$ cat config.mk
export PLATFORM = sky130hd
export DESIGN_NAME = can_last_error_status
export DESIGN_NICKNAME = d
export VERILOG_FILES = /design/src/core/can_lec_pkg.sv /design/src/core/recessive_run_counter.sv /design/src/core/can_last_error_status.sv
export SDC_FILE = /design/constraint.sdc
export NUM_CORES = 1
export LEC_CHECK = 0
export BUFFER_PORTS_ARGS = -buffer_cell sky130_fd_sc_hd__buf_2
export CAP_MARGIN = 10
export CORE_MARGIN = 8
export CORE_UTILIZATION = 46
export DETAILED_ROUTE_END_ITERATION = 8
export HOLD_SLACK_MARGIN = 0.05
export PLACE_DENSITY_LB_ADDON = 0.12
export SETUP_SLACK_MARGIN = 0.1
export SLEW_MARGIN = 20
export SYNTH_ARGS = -nofsm -noshare
export SYNTH_HDL_FRONTEND = slang
export SYNTH_HIERARCHICAL = 1
export SYNTH_SLANG_ARGS = --single-unit
export TNS_END_PERCENT = 30
$ cat constraint.sdc
create_clock -name clk -period 1.84 [get_ports clk]
set_input_delay 0.184 -clock clk [delete_from_list [all_inputs] [get_ports clk]]
set_output_delay 0.184 -clock clk [all_outputs]
set_load 0.01 [all_outputs]
$ cat src/core/can_lec_pkg.sv
// Constants, codes and carriers for the last-error status logic.
// Assumes the protocol engine and the status logic share one clock.
package can_last_error_pkg;

  // ==========================================================
  // Status register layout
  localparam int STATUS_WIDTH = 32;
  localparam int FIELD_LSB = 0;
  localparam int FIELD_MSB = 2;
  localparam int FIELD_WIDTH = FIELD_MSB - FIELD_LSB + 1;
  localparam int ACT_LSB = 3;
  localparam int ACT_MSB = 4;
  localparam int ERR_PASSIVE_BIT = 5;
  localparam int WARNING_BIT = 6;
  localparam int BUS_OFF_BIT = 7;
  localparam int RESERVED_LSB = 8;

  // ==========================================================
  // Bus-off recovery
  localparam int RECOVERY_RUN_BITS = 11;

  // ==========================================================
  // Last-error codes
  typedef enum logic [2:0] {
    NO_ERROR_CODE = 3'h0,
    STUFF_ERROR_CODE = 3'h1,
    FORM_ERROR_CODE = 3'h2,
    NO_ACKNOWLEDGE_CODE = 3'h3,
    RECESSIVE_MISMATCH_CODE = 3'h4,
    DOMINANT_MISMATCH_CODE = 3'h5,
    CHECKSUM_MISMATCH_CODE = 3'h6,
    NO_EVENT_CODE = 3'h7
  } last_error_code_type;

  localparam last_error_code_type FIELD_RESET = NO_EVENT_CODE;

  // ==========================================================
  // Activity field
  typedef enum logic [1:0] {
    ACT_SYNC = 2'h0,
    ACT_IDLE = 2'h1,
    ACT_RECEIVER = 2'h2,
    ACT_TRANSMITTER = 2'h3
  } activity_type;

  // ==========================================================
  // Carriers
  // One-cycle pulses from the protocol engine
  typedef struct packed {
    logic stuffError;
    logic formError;
    logic noAcknowledge;
    logic recessiveMismatch;
    logic dominantMismatch;
    logic checksumError;
    logic transferOk;
  } error_events_type;

  // Levels from the fault confinement and bit stream logic
  typedef struct packed {
    activity_type activity;
    logic errPassive;
    logic warning;
    logic busOff;
  } node_state_type;

endpackage : can_last_error_pkg

$ cat src/core/recessive_run_counter.sv
// Counts consecutive recessive bits while bus-off recovery runs.
// Assumes bitTick is a one-cycle pulse at each bit's sample point and
// busLevel is the sampled bus level on the same clock (1 = recessive).
`timescale 1ns/100ps
`default_nettype none

module recessive_run_counter
  import can_last_error_pkg::*;
#(
  parameter int RUN_LEN = RECOVERY_RUN_BITS
) (
  // Clock and reset
  input wire logic clk,
  input wire logic rst_n,
  // Bit stream
  input wire logic enable,
  input wire logic bitTick,
  input wire logic busLevel,
  // Result
  output logic runDone
);

  localparam int CW = $clog2(RUN_LEN + 1);
  localparam logic [CW-1:0] LAST = CW'(RUN_LEN - 1);
  localparam logic [CW-1:0] ZERO = '0;
  localparam logic [CW-1:0] ONE = CW'(1);

  // A run shorter than two cannot be told apart from a single bit
  if (RUN_LEN < 2) begin : gBadLen
    $error("RUN_LEN must be at least 2");
  end

  logic [CW-1:0] count_reg, count_next;
  logic runDone_reg, runDone_next;

  // ==========================================================
  // Run counting
  always_comb begin
    count_next = count_reg;
    runDone_next = 1'b0;
    if (!enable) begin
      count_next = ZERO;
    end else if (bitTick) begin
      if (!busLevel) begin
        // A dominant bit breaks the run
        count_next = ZERO;
      end else if (count_reg == LAST) begin
        // Restart so every further run of eleven is reported
        count_next = ZERO;
        runDone_next = 1'b1;
      end else begin
        count_next = count_reg + ONE;
      end
    end
  end

  always_ff @(posedge clk) begin
    if (!rst_n) begin
      count_reg <= ZERO;
      runDone_reg <= 1'b0;
    end else begin
      count_reg <= count_next;
      runDone_reg <= runDone_next;
    end
  end

  assign runDone = runDone_reg;

endmodule : recessive_run_counter

`default_nettype wire

$ cat src/core/can_last_error_status.sv
// Status register of a CAN node holding the last-error field.
// Assumes the protocol engine delivers qualified one-cycle error pulses
// and the bit stream, all on clk; software reads through readStrobe.
`timescale 1ns/100ps
`default_nettype none

module can_last_error_status
  import can_last_error_pkg::*;
#(
  parameter int RECOVERY_RUN = RECOVERY_RUN_BITS
) (
  // Clock and reset
  input wire logic clk,
  input wire logic rst_n,
  // Protocol engine events and node state
  input wire error_events_type events,
  input wire logic inArbitration,
  input wire node_state_type nodeState,
  // Bit stream for bus-off recovery tracking
  input wire logic bitTick,
  input wire logic busLevel,
  // Register read port
  input wire logic readStrobe,
  output logic [STATUS_WIDTH-1:0] readData,
  output logic readValid,
  // Live view of the field
  output last_error_code_type lastErrorField
);

  if (RECOVERY_RUN < 2) begin : gBadRun
    $error("RECOVERY_RUN must be at least 2");
  end

  // ==========================================================
  // Recovery run detection
  logic recoveryRun;

  recessive_run_counter #(
    .RUN_LEN(RECOVERY_RUN)
  ) runCounter (
    .clk(clk),
    .rst_n(rst_n),
    .enable(nodeState.busOff),
    .bitTick(bitTick),
    .busLevel(busLevel),
    .runDone(recoveryRun)
  );

  // ==========================================================
  // Error classification
  // Several reports in one cycle are rare; the bit-level mismatches
  // win because they are what the node itself caused.
  function automatic logic pick_error(
    input error_events_type ev,
    input logic arb,
    input logic recov,
    output last_error_code_type code
  );
    logic hit;
    hit = 1'b1;
    code = NO_EVENT_CODE;
    if (ev.dominantMismatch || recov) begin
      code = DOMINANT_MISMATCH_CODE;
    end else if (ev.recessiveMismatch && !arb) begin
      // Losing arbitration is not an error
      code = RECESSIVE_MISMATCH_CODE;
    end else if (ev.stuffError) begin
      code = STUFF_ERROR_CODE;
    end else if (ev.formError) begin
      code = FORM_ERROR_CODE;
    end else if (ev.checksumError) begin
      code = CHECKSUM_MISMATCH_CODE;
    end else if (ev.noAcknowledge) begin
      code = NO_ACKNOWLEDGE_CODE;
    end else begin
      hit = 1'b0;
    end
    return hit;
  endfunction : pick_error

  function automatic logic [STATUS_WIDTH-1:0] pack_status(
    input last_error_code_type code,
    input node_state_type st
  );
    logic [STATUS_WIDTH-1:0] word;
    word = '0;
    word[FIELD_MSB:FIELD_LSB] = code;
    word[ACT_MSB:ACT_LSB] = st.activity;
    word[ERR_PASSIVE_BIT] = st.errPassive;
    word[WARNING_BIT] = st.warning;
    word[BUS_OFF_BIT] = st.busOff;
    return word;
  endfunction : pack_status

  // ==========================================================
  // Last-error field
  last_error_code_type field_reg, field_next;
  last_error_code_type errCode;
  logic errHit;

  always_comb begin
    errCode = NO_EVENT_CODE;
    errHit = pick_error(events, inArbitration, recoveryRun, errCode);
    field_next = field_reg;
    // A fresh event beats the read side effect in the same cycle
    if (errHit) begin
      field_next = errCode;
    end else if (events.transferOk) begin
      field_next = NO_ERROR_CODE;
    end else if (readStrobe) begin
      field_next = NO_EVENT_CODE;
    end
  end

  // ==========================================================
  // Read port
  logic [STATUS_WIDTH-1:0] readData_reg, readData_next;
  logic readValid_reg, readValid_next;

  always_comb begin
    readValid_next = readStrobe;
    readData_next = readData_reg;
    if (readStrobe) begin
      // Value before the read side effect is returned
      readData_next = pack_status(field_reg, nodeState);
    end
  end

  always_ff @(posedge clk) begin
    if (!rst_n) begin
      field_reg <= FIELD_RESET;
      readData_reg <= '0;
      readValid_reg <= 1'b0;
    end else begin
      field_reg <= field_next;
      readData_reg <= readData_next;
      readValid_reg <= readValid_next;
    end
  end

  assign readData = readData_reg;
  assign readValid = readValid_reg;
  assign lastErrorField = field_reg;

endmodule : can_last_error_status

`default_nettype wire

======== Word level (Yosys, flattened, before mapping) ========
Cells that the tools add are included.
word-level totals
  register bits ........................... 17
  input bits .............................. 18
  output and inout port bits .............. 36
  word-level logic and storage cells ...... 31
cells by class
  reduce and logical (&&, ||, !) cells .... 6
  $add $sub $neg .......................... 1
  multiplexer cells ....................... 18
  eq/ne operators ......................... 1
operators with widths
  cell                 number
  $mux 3               9
  $mux 4               2
  $mux 1               7
  $add 4x1->4 const B  1
  $eq 4x4->1 const B   1
  $reduce_and 4->1     1
  $reduce_bool 3->1    1
  $reduce_and 2->1     1
  $logic_and 1x1->1    1
  $logic_not 1->1      1
  $logic_or 1x1->1     1

======== Longest topological paths before layout ========
Gate-level depths: netlist of run 1.
  depth in word-level cells ............... 7
  depth in mapped cells ................... 5
  depth with buffers taken out ............ 5

======== Modules after synthesis ========
Netlist of run 1, hierarchy kept.
by module, submodules not included
  module                 cells an instance  seq. area each (µm²)  times used  area an instance (µm²)
  can_last_error_status  76                 240.2                 1           716.9
  recessive_run_counter  29                 100.1                 1           241.5

======== Least setup slack after synthesis of run 1 ========
OpenSTA, ideal clock, no wires.
  kind .................................... reg-to-reg
  start ................................... reg runCounter.count_reg[0]
  end ..................................... reg runCounter.count_reg[2]
  setup time .............................. 70 ps
  path slack .............................. 817 ps
  cell stages (with the launch flop) ...... 6
  required time ........................... 1,770 ps
  path buffers ............................ 0
  period minus slack after synthesis ...... 1,023 ps
  arrival time ............................ 953 ps
  path through ............................ dfxtp_1 inv_1 ha_1 nand3b_1 nand4b_1 a21oi_1
on the way
  cells in the longest elaborated chain, start to end .. 3
  elaborated cells on any way between the ends .. 4
  those cells by class .................... 1 x add/sub; 1 x eq/ne; 2 x mux
RTL lines
  element                                    line                                                      source
  start, declared                            recessive_run_counter.sv:33                               logic [CW-1:0] count_reg, count_next;
  start signal, assigned                     recessive_run_counter.sv:62                               count_reg <= count_next;
  $add 4x1->4 or $eq 4x4->1 (tied branches)  recessive_run_counter.sv:52, recessive_run_counter.sv:47
  $mux 4 *                                   recessive_run_counter.sv:47                               end else if (count_reg == LAST) begin
  $mux 4 *                                   recessive_run_counter.sv:44                               if (!busLevel) begin
Mark *: on every way between the ends. The rest lies on a longest branch, timed or not.
A chain may end at the register's enable or synchronous reset.

======== Worst setup path after layout of run 1 ========
Ends and elaborated chain as after synthesis.

==> results.md, run 1 <==
- CP arrival: 1.38 ns
- TritonCTS buffer count: 3
- Number of flip-flops in the largest register: 8
- Number of buffers inserted by hold repair at cts: 0
- Vias per inst: 4.50
- Die X: 61.6 microns
- Hold Slack: 0.147 ns
- Post-cts repair resize count: 0
- Crit share post-route: 62.2%
- Initial Util: 48.9%
- Antenna Diode Count: 0
- All-layer global routing usage: 9.34%
- Mapped Avg Cell Area: 9.13 sq um
- Fraction of final layout cells sized beyond drive strength 1: 26.7%
- Number of enable-type register cells in the synthesized netlist: 0
- Maximum level of the CTS H-tree: 1
- RSZ-0062 raised after global routing: no
- Core Footprint: 0.00196 sq mm
- Minimum clock period after layout: 1.14 ns
- Total negative slack for setup checks: 0 ns
- Critical Path Max Stage Delay: 0.39 ns
- Clock Pin Slew Worst Setup and Hold Paths: 0.10 ns
- DRT Pass-1 Iters: 2
- PwrDens: 683 mW/mm^2
- Worst min-delay path class: in2reg
- Cell types with the largest area share after synthesis: sky130_fd_sc_hd__dfxtp_1 36%, sky130_fd_sc_hd__buf_4 20%, sky130_fd_sc_hd__mux2i_1 8.4%
- Vert. Die Dim: 61.6 microns
- Buffering stage count on the worst path with inverters included: 1
- Maximum Capacitance Violations: 0
- Startpoint class of the critical path: flip-flop
- Final Max Tran Viols: 0
- Vias in the first global route: 629
- Maximum fanout count along the critical path: 5
- Synth cell count leaders: 25 x sky130_fd_sc_hd__buf_4, 17 x sky130_fd_sc_hd__dfxtp_1, 9 x sky130_fd_sc_hd__nor2b_1
- Synth warn: 6
- DRC: 0
- Count of boundary I/O pins: 54
- Buffers inserted during post-CTS setup optimization: 0
- Flop and latch count out of synthesis: 17
- Total grt overflow: 0
- Post-layout instance count excluding filler cells: 162
- Number of antenna violations at the first check in global routing: 0
- Count of placed standard cells including taps: 158
- Final setup violating endpoints: 0
- Die footprint: 0.00380 sq mm
- DRC violation total after the first TritonRoute iteration: 14
- Synth Flop Type: sky130_fd_sc_hd__dfxtp_1
- Ordered list of cells on the worst path: inv_1 -> ha_1 -> nand3b_1 -> nand4b_1 -> a21oi_1
- Area grow syn2layout: 10.1%
- Count of cell types in the netlist: 30
- HPWL Detailed: 1.58 mm
- Data required time of the critical path: 2.07 ns
- Cell family with the largest share of critical-path delay: flip-flops
- Residual antenna-violating net count after detailed routing: 0
- Status: completed
- Worst IR drop on VDD: 0.000432 V
- Leakage power total: 0.521 nW
- Clk root buf: sky130_fd_sc_hd__clkbuf_4
- Wirelength, routed: 1.88 mm
- Final Hold Fails: 0
- Share of the synthesized area in the top cell type: 35.5%
- Highest-delay cell along the critical path: sky130_fd_sc_hd__dfxtp_1
- Clock tree from TritonCTS: done
- Clock insertion delay at the later pin of the skew report: 0.29 ns
- Portion of the post-synthesis area used by sequential elements: 35.5%
- Asr flop ratio synth: 0%
- Largest net degree at the start of global routing: 14
- Dominant cell type by area after synthesis: sky130_fd_sc_hd__dfxtp_1
- Routability Congestion: 0.809
- Most numerous cell in the Yosys netlist: sky130_fd_sc_hd__buf_4
- Type of element capturing the critical path: flip-flop
- Clock tree skew after final layout: 0.00273 ns
- Max Clk Rate: 874 MHz
- Via count: 729
- Mapped Cells: 105
- Mapped Area: 958 sq um
- Number of buffer cells added on primary ports: 29
- Path type of the worst setup path: reg2reg
- Detail-routed net length per standard cell: 11.6 microns
- Maximum clock insertion buffer count: 2
- Number of nets in the layout: 156
- First-pass GRT wire length: 2.71 mm
- Site row count: 16
- Clock sink total: 17
logic make-up after synthesis:
| family | count (synthesis) | share of synthesized area [%] |
|---|---|---|
| compound gates | 12 | 9.01 |
| fa+ha+maj | 2 | 2.61 |
| buf+inv | 30 | 22.1 |
| flops | 17 | 35.5 |
| mux | 8 | 8.36 |
| other cells | 1 | 0.391 |
| simple gates | 35 | 22.1 |
per-layer routing:
layer	GRT usage (%)	vias up	wire, microns
met5	0	-	0
met1	10.4	331	668
met3	4.38	4	227
met4	3.57	0	17
li1	-	367	-
met2	15.1	27	964
area by class of cell:
cell class	instances	area, sq um
Clock buffer	3	22.5
Clock inverter	1	5.00
Fill cell	211	907
Inverter	4	15.0
Multi-Input combinational cell	81	493
Sequential cell	17	340
Tap cell	27	33.8
Timing Repair Buffer	29	145
per-stage QoR:
stage | utilization (%) | setup WS [ns] | power (W) | instance area [sq um]
global route | 53.8 | 0.600 | 0.000767 | 1050
global placement | 52.4 | 0.692 | 0.000527 | 1030
CTS | 53.8 | 0.696 | 0.000729 | 1050
floorplan | - | 0.817 | 0.000519 | 1040
detailed placement | 52.4 | 0.676 | 0.000529 | 1030
finish | 53.8 | 0.696 | 0.000720 | 1050
power by group:
| group | leakage [nW] | total, W | switching, W | internal, W |
|---|---|---|---|---|
| Combinational | 0.364 | 0.000127 | 0.0000764 | 0.0000501 |
| Clock | 0.0177 | 0.000199 | 0.000119 | 0.0000809 |
| Sequential | 0.140 | 0.000394 | 0.00000914 | 0.000385 |
layout by cell type, fill, tap and decap left out, types with 3 or more instances in the layout:
master                     instances
sky130_fd_sc_hd__buf_2            29
sky130_fd_sc_hd__conb_1           24
sky130_fd_sc_hd__dfxtp_1          17
sky130_fd_sc_hd__nor2b_1           9
sky130_fd_sc_hd__mux2i_1           8
sky130_fd_sc_hd__nor2_1            5
sky130_fd_sc_hd__inv_1             4
sky130_fd_sc_hd__nand2_1           4
sky130_fd_sc_hd__a21oi_1           3
sky130_fd_sc_hd__nand3_1           3
sky130_fd_sc_hd__and2_1            3
sky130_fd_sc_hd__clkbuf_4          3
tightest hold or removal path, stage by stage:
cell                      delay, ns
sky130_fd_sc_hd__buf_2         0.08
sky130_fd_sc_hd__mux2i_1       0.06
sky130_fd_sc_hd__nor2b_1       0.09
final timing paths:
| path | startpoint | endpoint | slack, ns | depth (start not counted) |
|---|---|---|---|---|
| worst min register to register | runCounter/count_reg[2] | runCounter/count_reg[2] | 0.51 | 2 |
| worst min-delay path | nodeState[3] | readData[3] | 0.15 | 3 |
| worst max-delay path | runCounter/count_reg[0] | runCounter/count_reg[2] | 0.70 | 5 |
| worst max register to register | runCounter/count_reg[0] | runCounter/count_reg[2] | 0.70 | 5 |
Power figures use the tool's default switching activity.
==> run 2: changes to the inputs <==
--- a/config.mk
+++ b/config.mk
@@ -8,7 +8,7 @@
 export BUFFER_PORTS_ARGS = -buffer_cell sky130_fd_sc_hd__buf_2
 export CAP_MARGIN = 10
 export CORE_MARGIN = 8
-export CORE_UTILIZATION = 46
+export CORE_UTILIZATION = 43
 export DETAILED_ROUTE_END_ITERATION = 8
 export HOLD_SLACK_MARGIN = 0.05
 export PLACE_DENSITY_LB_ADDON = 0.12
==> constraint.sdc (replaced) <==
create_clock -name clk -period 1.2 [get_ports clk]
set_input_delay 0.12 -clock clk [delete_from_list [all_inputs] [get_ports clk]]
set_output_delay 0.12 -clock clk [all_outputs]
set_load 0.01 [all_outputs]
==> run 2 against run 1 <==
Fmax up 1.2%. Clock power up 60%. Clock skew up 0.0032 ns. Hold slack worse by 0.075 ns. Wire length up 8.0%. Via count up 2.6%. Flip-flop and latch count unchanged. Total power up 56%. Global-route usage up 0.92 points. Critical path depth down 1. Largest cell class unchanged. Highest routed layer unchanged.
==> results.md, run 2 (synthesis results as in run 1) <==
- Residual antenna-violating net count after detailed routing: 0
- GRT busiest layer: met2
- Total grt overflow: 0
- Vias in the first global route: 765
- Clock tree from TritonCTS: done
- Clock insertion delay at the later pin of the skew report: 0.30 ns
- Worst setup path startpoint: runCounter/count_reg[1]
- Maximum clock insertion buffer count: 2
- Max Clk Rate: 884 MHz
- Crit share post-route: 94.3%
- Fraction of final layout cells sized beyond drive strength 1: 31.4%
- R2R depth: 4
- Count of cells along the worst hold path: 3
- M1 GR Usage: 9.16%
- Routability Congestion: 0.840
- Count of filler cells inserted in the layout: 229
- First-pass GRT wire length: 3.37 mm
- Vert. Die Dim: 63.2 microns
- Worst reg2reg endpoint: runCounter/count_reg[1]
- Count of boundary I/O pins: 54
- Most common cell after layout, fill and taps aside: sky130_fd_sc_hd__buf_2
- Wirelength, routed: 2.03 mm
- Data required time of the critical path: 1.39 ns
- Die footprint: 0.00400 sq mm
- Clk root buf: sky130_fd_sc_hd__clkbuf_4
- Most used cells in the layout excluding fill and tap cells: 29 x sky130_fd_sc_hd__buf_2, 24 x sky130_fd_sc_hd__conb_1, 16 x sky130_fd_sc_hd__dfxtp_1, 9 x sky130_fd_sc_hd__nor2b_1, 8 x sky130_fd_sc_hd__mux2i_1
- Detail-routed net length per standard cell: 12.3 microns
- RSZ-0062 raised after global routing: yes
- Total negative slack for setup checks: 0 ns
- Type of element capturing the critical path: flip-flop
- Final core utilization: 50.0%
- Core Footprint: 0.00217 sq mm
- Final Max Tran Viols: 0
- Slack of the worst reg-to-reg path: 0.07 ns
- Path type of the worst setup path: reg2reg
- All-layer global routing usage: 10.3%
- Antenna Diode Count: 0
- Via count: 748
- Number of antenna violations at the first check in global routing: 0
- TritonCTS buffer count: 3
- Die X: 63.2 microns
- Area grow syn2layout: 13.2%
- Clock sink total: 17
- Clock tree skew after final layout: 0.00590 ns
- Startpoint class of the critical path: flip-flop
- Vias per inst: 4.53
- Largest net degree at the start of global routing: 13
- Number of nets in the layout: 158
- Number of buffers inserted by hold repair at cts: 0
- Timing endpoint of the critical path: runCounter/count_reg[1]
- Leakage power total: 0.531 nW
- DRC violation total after the first TritonRoute iteration: 16
- Worst IR drop on VDD: 0.000753 V
- Clock Pin Slew Worst Setup and Hold Paths: 0.10 ns
- Global-route met2 utilization: 18.8%
- CP arrival: 1.32 ns
- Minimum clock period after layout: 1.13 ns
- Final Hold Fails: 0
- PwrDens: 1030 mW/mm^2
- DRC: 0
- Maximum Capacitance Violations: 0
- Initial Util: 44.2%
- Maximum level of the CTS H-tree: 1
- Final setup violating endpoints: 0
- Number of flip-flops in the largest register: 8
- DRT Pass-1 Iters: 2
- Number of buffer cells added on primary ports: 29
- Met3 track utilization from global routing: 6.01%
- Maximum fanout count along the critical path: 5
- HPWL Detailed: 1.67 mm
- Site row count: 17
- Worst min-delay path class: in2reg
- Startpoint of the lowest-slack register-to-register path: runCounter/count_reg[1]
- Status: completed
## run 2: cell types whose count changed in the layout (fill, tap and decap cells not counted)
cell / previous run / this run
sky130_fd_sc_hd__a21oi_1: 3 / 1
sky130_fd_sc_hd__a21oi_2: 0 / 2
sky130_fd_sc_hd__buf_4: 0 / 2
sky130_fd_sc_hd__dfxtp_1: 17 / 16
sky130_fd_sc_hd__dfxtp_2: 0 / 1
sky130_fd_sc_hd__inv_1: 4 / 3
sky130_fd_sc_hd__inv_2: 0 / 1
sky130_fd_sc_hd__nor3_1: 2 / 1
sky130_fd_sc_hd__nor3_2: 1 / 2
## run 2: what timing repair did
action,CTS,global route
resized for setup,1,4
endpoints found under the setup margin,4,7
pin swaps,0,3
buffers inserted,1,0
## run 2: how the worst min path moves through the flow
stage | end | slack, ns | start
CTS | readData[6] | 0.06 | nodeState[1]
global placement | readData[6] | 0.38 | nodeState[1]
global route | readData[5] | 0.09 | nodeState[2]
detailed placement | readData[3] | 0.39 | nodeState[3]
floorplan | runCounter/runDone | 0.26 | bitTick
finish | readData[6] | 0.07 | nodeState[1]
## run 2: worst max-delay path, cell delays in order, from the launching register on
cell	delay, ns
sky130_fd_sc_hd__dfxtp_1	0.40
sky130_fd_sc_hd__ha_1	0.16
sky130_fd_sc_hd__nand3b_1	0.17
sky130_fd_sc_hd__a32oi_1	0.24
sky130_fd_sc_hd__nor2_1	0.06
## run 2: area by class of cell
class / count / area (sq um) / area share, %
Multi-Input combinational cell: 81 / 505 / 46.6
Timing Repair Buffer: 31 / 160 / 14.8
Sequential cell: 17 / 342 / 31.5
Clock buffer: 3 / 22.5 / 2.08
Clock inverter: 1 / 5.00 / 0.461
Inverter: 4 / 15.0 / 1.38
Tap cell: 28 / 35.0 / 3.23
## run 2: metal layers
layer / wire length, microns / part of all wire (%)
met5: 0 / 0
met4: 14 / 0.69
met3: 179 / 8.8
met2: 1100 / 54
met1: 735 / 36
## run 2: stage by stage
| step | power (W) | cells | hold slack, ns | instance area (sq um) | setup slack (ns) |
|---|---|---|---|---|---|
| 2_1_floorplan | 0.000796 | 128 | 0.256 | 1040 | 0.177 |
| 3_3_place_gp | 0.000811 | 160 | 0.380 | 1040 | 0.120 |
| 3_5_place_dp | 0.000815 | 160 | 0.388 | 1040 | 0.0754 |
| 4_1_cts | 0.00114 | 165 | 0.0603 | 1070 | 0.0829 |
| 5_1_grt | 0.00118 | 165 | 0.0913 | 1080 | 0.0187 |
| 6_report | 0.00112 | 165 | 0.0718 | 1080 | 0.0689 |
## run 2: where the power goes
group,leakage [nW],switching [W],internal (W),total (W)
Combinational,0.373,0.000121,0.0000795,0.000200
Clock,0.0177,0.000193,0.000124,0.000318
Sequential,0.140,0.0000132,0.000591,0.000604
Total,0.531,0.000327,0.000795,0.00112
==> run 3: changes to the inputs <==
--- a/config.mk
+++ b/config.mk
@@ -5,10 +5,11 @@
 export SDC_FILE = /design/constraint.sdc
 export NUM_CORES = 1
 export LEC_CHECK = 0
+export ABC_CLOCK_PERIOD_IN_PS = 1400
 export BUFFER_PORTS_ARGS = -buffer_cell sky130_fd_sc_hd__buf_2
 export CAP_MARGIN = 10
 export CORE_MARGIN = 8
-export CORE_UTILIZATION = 43
+export CORE_UTILIZATION = 46
 export DETAILED_ROUTE_END_ITERATION = 8
 export HOLD_SLACK_MARGIN = 0.05
 export PLACE_DENSITY_LB_ADDON = 0.12
==> constraint.sdc (replaced) <==
create_clock -name clk -period 1.4 [get_ports clk]
set_input_delay 0.14 -clock clk [delete_from_list [all_inputs] [get_ports clk]]
set_output_delay 0.14 -clock clk [all_outputs]
set_load 0.01 [all_outputs]
==> run 3 against run 2 <==
Clock-buffer cell count unchanged. Die area decreased by 4.9%. Largest power group unchanged. Global-route usage decreased by 0.71 points. Hold slack improved by 0.028 ns. Critical endpoint is now runCounter/count_reg[2]. Flip-flop and latch count unchanged.
==> results.md, run 3 (synthesis results as in run 1) <==
- HPWL Detailed: 1.55 mm
- Core Footprint: 0.00196 sq mm
- Count of filler cells inserted in the layout: 195
- Data required time of the critical path: 1.63 ns
- Path type of the worst setup path: reg2reg
- Maximum Capacitance Violations: 0
- RSZ-0062 raised after global routing: no
- All-layer global routing usage: 9.54%
- Setup WS post-layout: 0.254 ns
- Number of buffers inserted by hold repair at cts: 0
- Crit share post-route: 81.8%
- Power Internal: 0.000679 W
- Total negative slack for setup checks: 0 ns
- Worst IR drop on VDD: 0.000757 V
- Die X: 61.6 microns
- CP arrival: 1.38 ns
- Minimum clock period after layout: 1.15 ns
- Post-cts repair resize count: 0
- Leakage power total: 0.521 nW
- First-pass GRT wire length: 2.75 mm
- Max Clk Rate: 873 MHz
- Switching power summed over all nets: 0.000265 W
- Most common cell after layout, fill and taps aside: sky130_fd_sc_hd__buf_2
- Area grow syn2layout: 10.1%
- Number of nets in the layout: 156
- Number of flip-flops in the largest register: 8
- Largest net degree at the start of global routing: 14
- Final Hold Fails: 0
- DRC: 0
- Maximum level of the CTS H-tree: 1
- Hold Slack: 0.100 ns
- Die footprint: 0.00380 sq mm
- Share of total power in sequential cells: 54.9%
- Status: completed
- Routability Congestion: 0.766
- Worst min-delay path class: in2reg
- Fraction of final layout cells sized beyond drive strength 1: 26.7%
- Startpoint class of the critical path: flip-flop
- Vias in the first global route: 620
- Initial Util: 48.9%
- Maximum fanout count along the critical path: 5
- Clock sink total: 17
- Clock share of power: 27.4%
- Antenna Diode Count: 0
- Detail-routed net length per standard cell: 11.4 microns
- Wirelength, routed: 1.85 mm
- Clock tree from TritonCTS: done
- Critical Path Max Stage Delay: 0.38 ns
- Final Max Tran Viols: 0
- Number of buffer cells added on primary ports: 29
- Total grt overflow: 0
- Total power after layout: 0.000943 W
- Vias per inst: 4.38
- Post-layout instance count excluding filler cells: 162
- Residual antenna-violating net count after detailed routing: 0
- Clk root buf: sky130_fd_sc_hd__clkbuf_4
- Final setup violating endpoints: 0
- TritonCTS buffer count: 3
- Vert. Die Dim: 61.6 microns
- Maximum clock insertion buffer count: 2
- PwrDens: 894 mW/mm^2
- Worst setup slack before clock tree synthesis: 0.263 ns
- Highest-delay cell along the critical path: sky130_fd_sc_hd__dfxtp_1
- Ordered list of cells on the worst path: inv_1 -> ha_1 -> nand3b_1 -> nand4b_1 -> a21oi_1
- Clock Pin Slew Worst Setup and Hold Paths: 0.09 ns
- Number of antenna violations at the first check in global routing: 0
- Switching Share: 28.1%
- Via count: 709
- Type of element capturing the critical path: flip-flop
- Buffers inserted during post-CTS setup optimization: 0
- Clock insertion delay at the later pin of the skew report: 0.29 ns
- Most used cells in the layout excluding fill and tap cells: 29 x sky130_fd_sc_hd__buf_2, 24 x sky130_fd_sc_hd__conb_1, 17 x sky130_fd_sc_hd__dfxtp_1, 9 x sky130_fd_sc_hd__nor2b_1, 8 x sky130_fd_sc_hd__mux2i_1
- Count of placed standard cells including taps: 158
- Clock tree skew after final layout: 0.00143 ns
- DRC violation total after the first TritonRoute iteration: 9
- Site row count: 16
- Count of boundary I/O pins: 54
- DRT Pass-1 Iters: 3
- Fraction of power consumed by combinational cells: 17.7%
-- run 3: final cells by class --
class,instances,area (sq um),area share (%)
sequential,17,340,32.3
tap,27,33.8,3.20
multi-input combinational,81,493,46.7
inverter,4,15.0,1.42
timing repair buffer,29,145,13.8
clock inverter,1,5.00,0.474
clock buffer,3,22.5,2.14
-- run 3: power groups by stage --
stage                     clock network [W]  logic (W)  registers [W]
after floorplan                           0   0.000142       0.000540
after global placement                    0   0.000165       0.000528
after detailed placement                  0   0.000166       0.000529
after CTS                          0.000273   0.000166       0.000518
after global routing               0.000297   0.000187       0.000521
final                              0.000259   0.000167       0.000518
-- run 3: worst max-delay path: cells and delay by family, from the launching register on --
kind | cells | cell delay [ns]
AOI/OAI and AO/OA | 1 | 0.14
adders and majority gates | 1 | 0.20
buffers and inverters | 1 | 0.07
DFF | 1 | 0.38
and+or+nand+nor | 2 | 0.30
-- run 3: routing by layer --
| metal | GRT usage (%) | share of wire (%) |
|---|---|---|
| met1 | 9.99 | 36 |
| met4 | 2.60 | 0.49 |
| met3 | 5.43 | 13 |
| met5 | 0 | 0 |
| met2 | 16.0 | 51 |
-- run 3: per-stage QoR --
step	util, %	cell area (sq um)
floorplan	-	1040
global placement	52.4	1030
detailed placement	52.4	1030
CTS	53.8	1050
global route	53.8	1050
finish	53.8	1050
-- run 3: worst paths after layout --
| path | slack [ns] | from | end | depth (start not counted) |
|---|---|---|---|---|
| max reg2reg | 0.25 | runCounter/count_reg[0] | runCounter/count_reg[2] | 5 |
| max | 0.25 | runCounter/count_reg[0] | runCounter/count_reg[2] | 5 |
| min reg2reg | 0.50 | runCounter/count_reg[0] | runCounter/count_reg[0] | 2 |
| min | 0.10 | nodeState[1] | readData[6] | 3 |
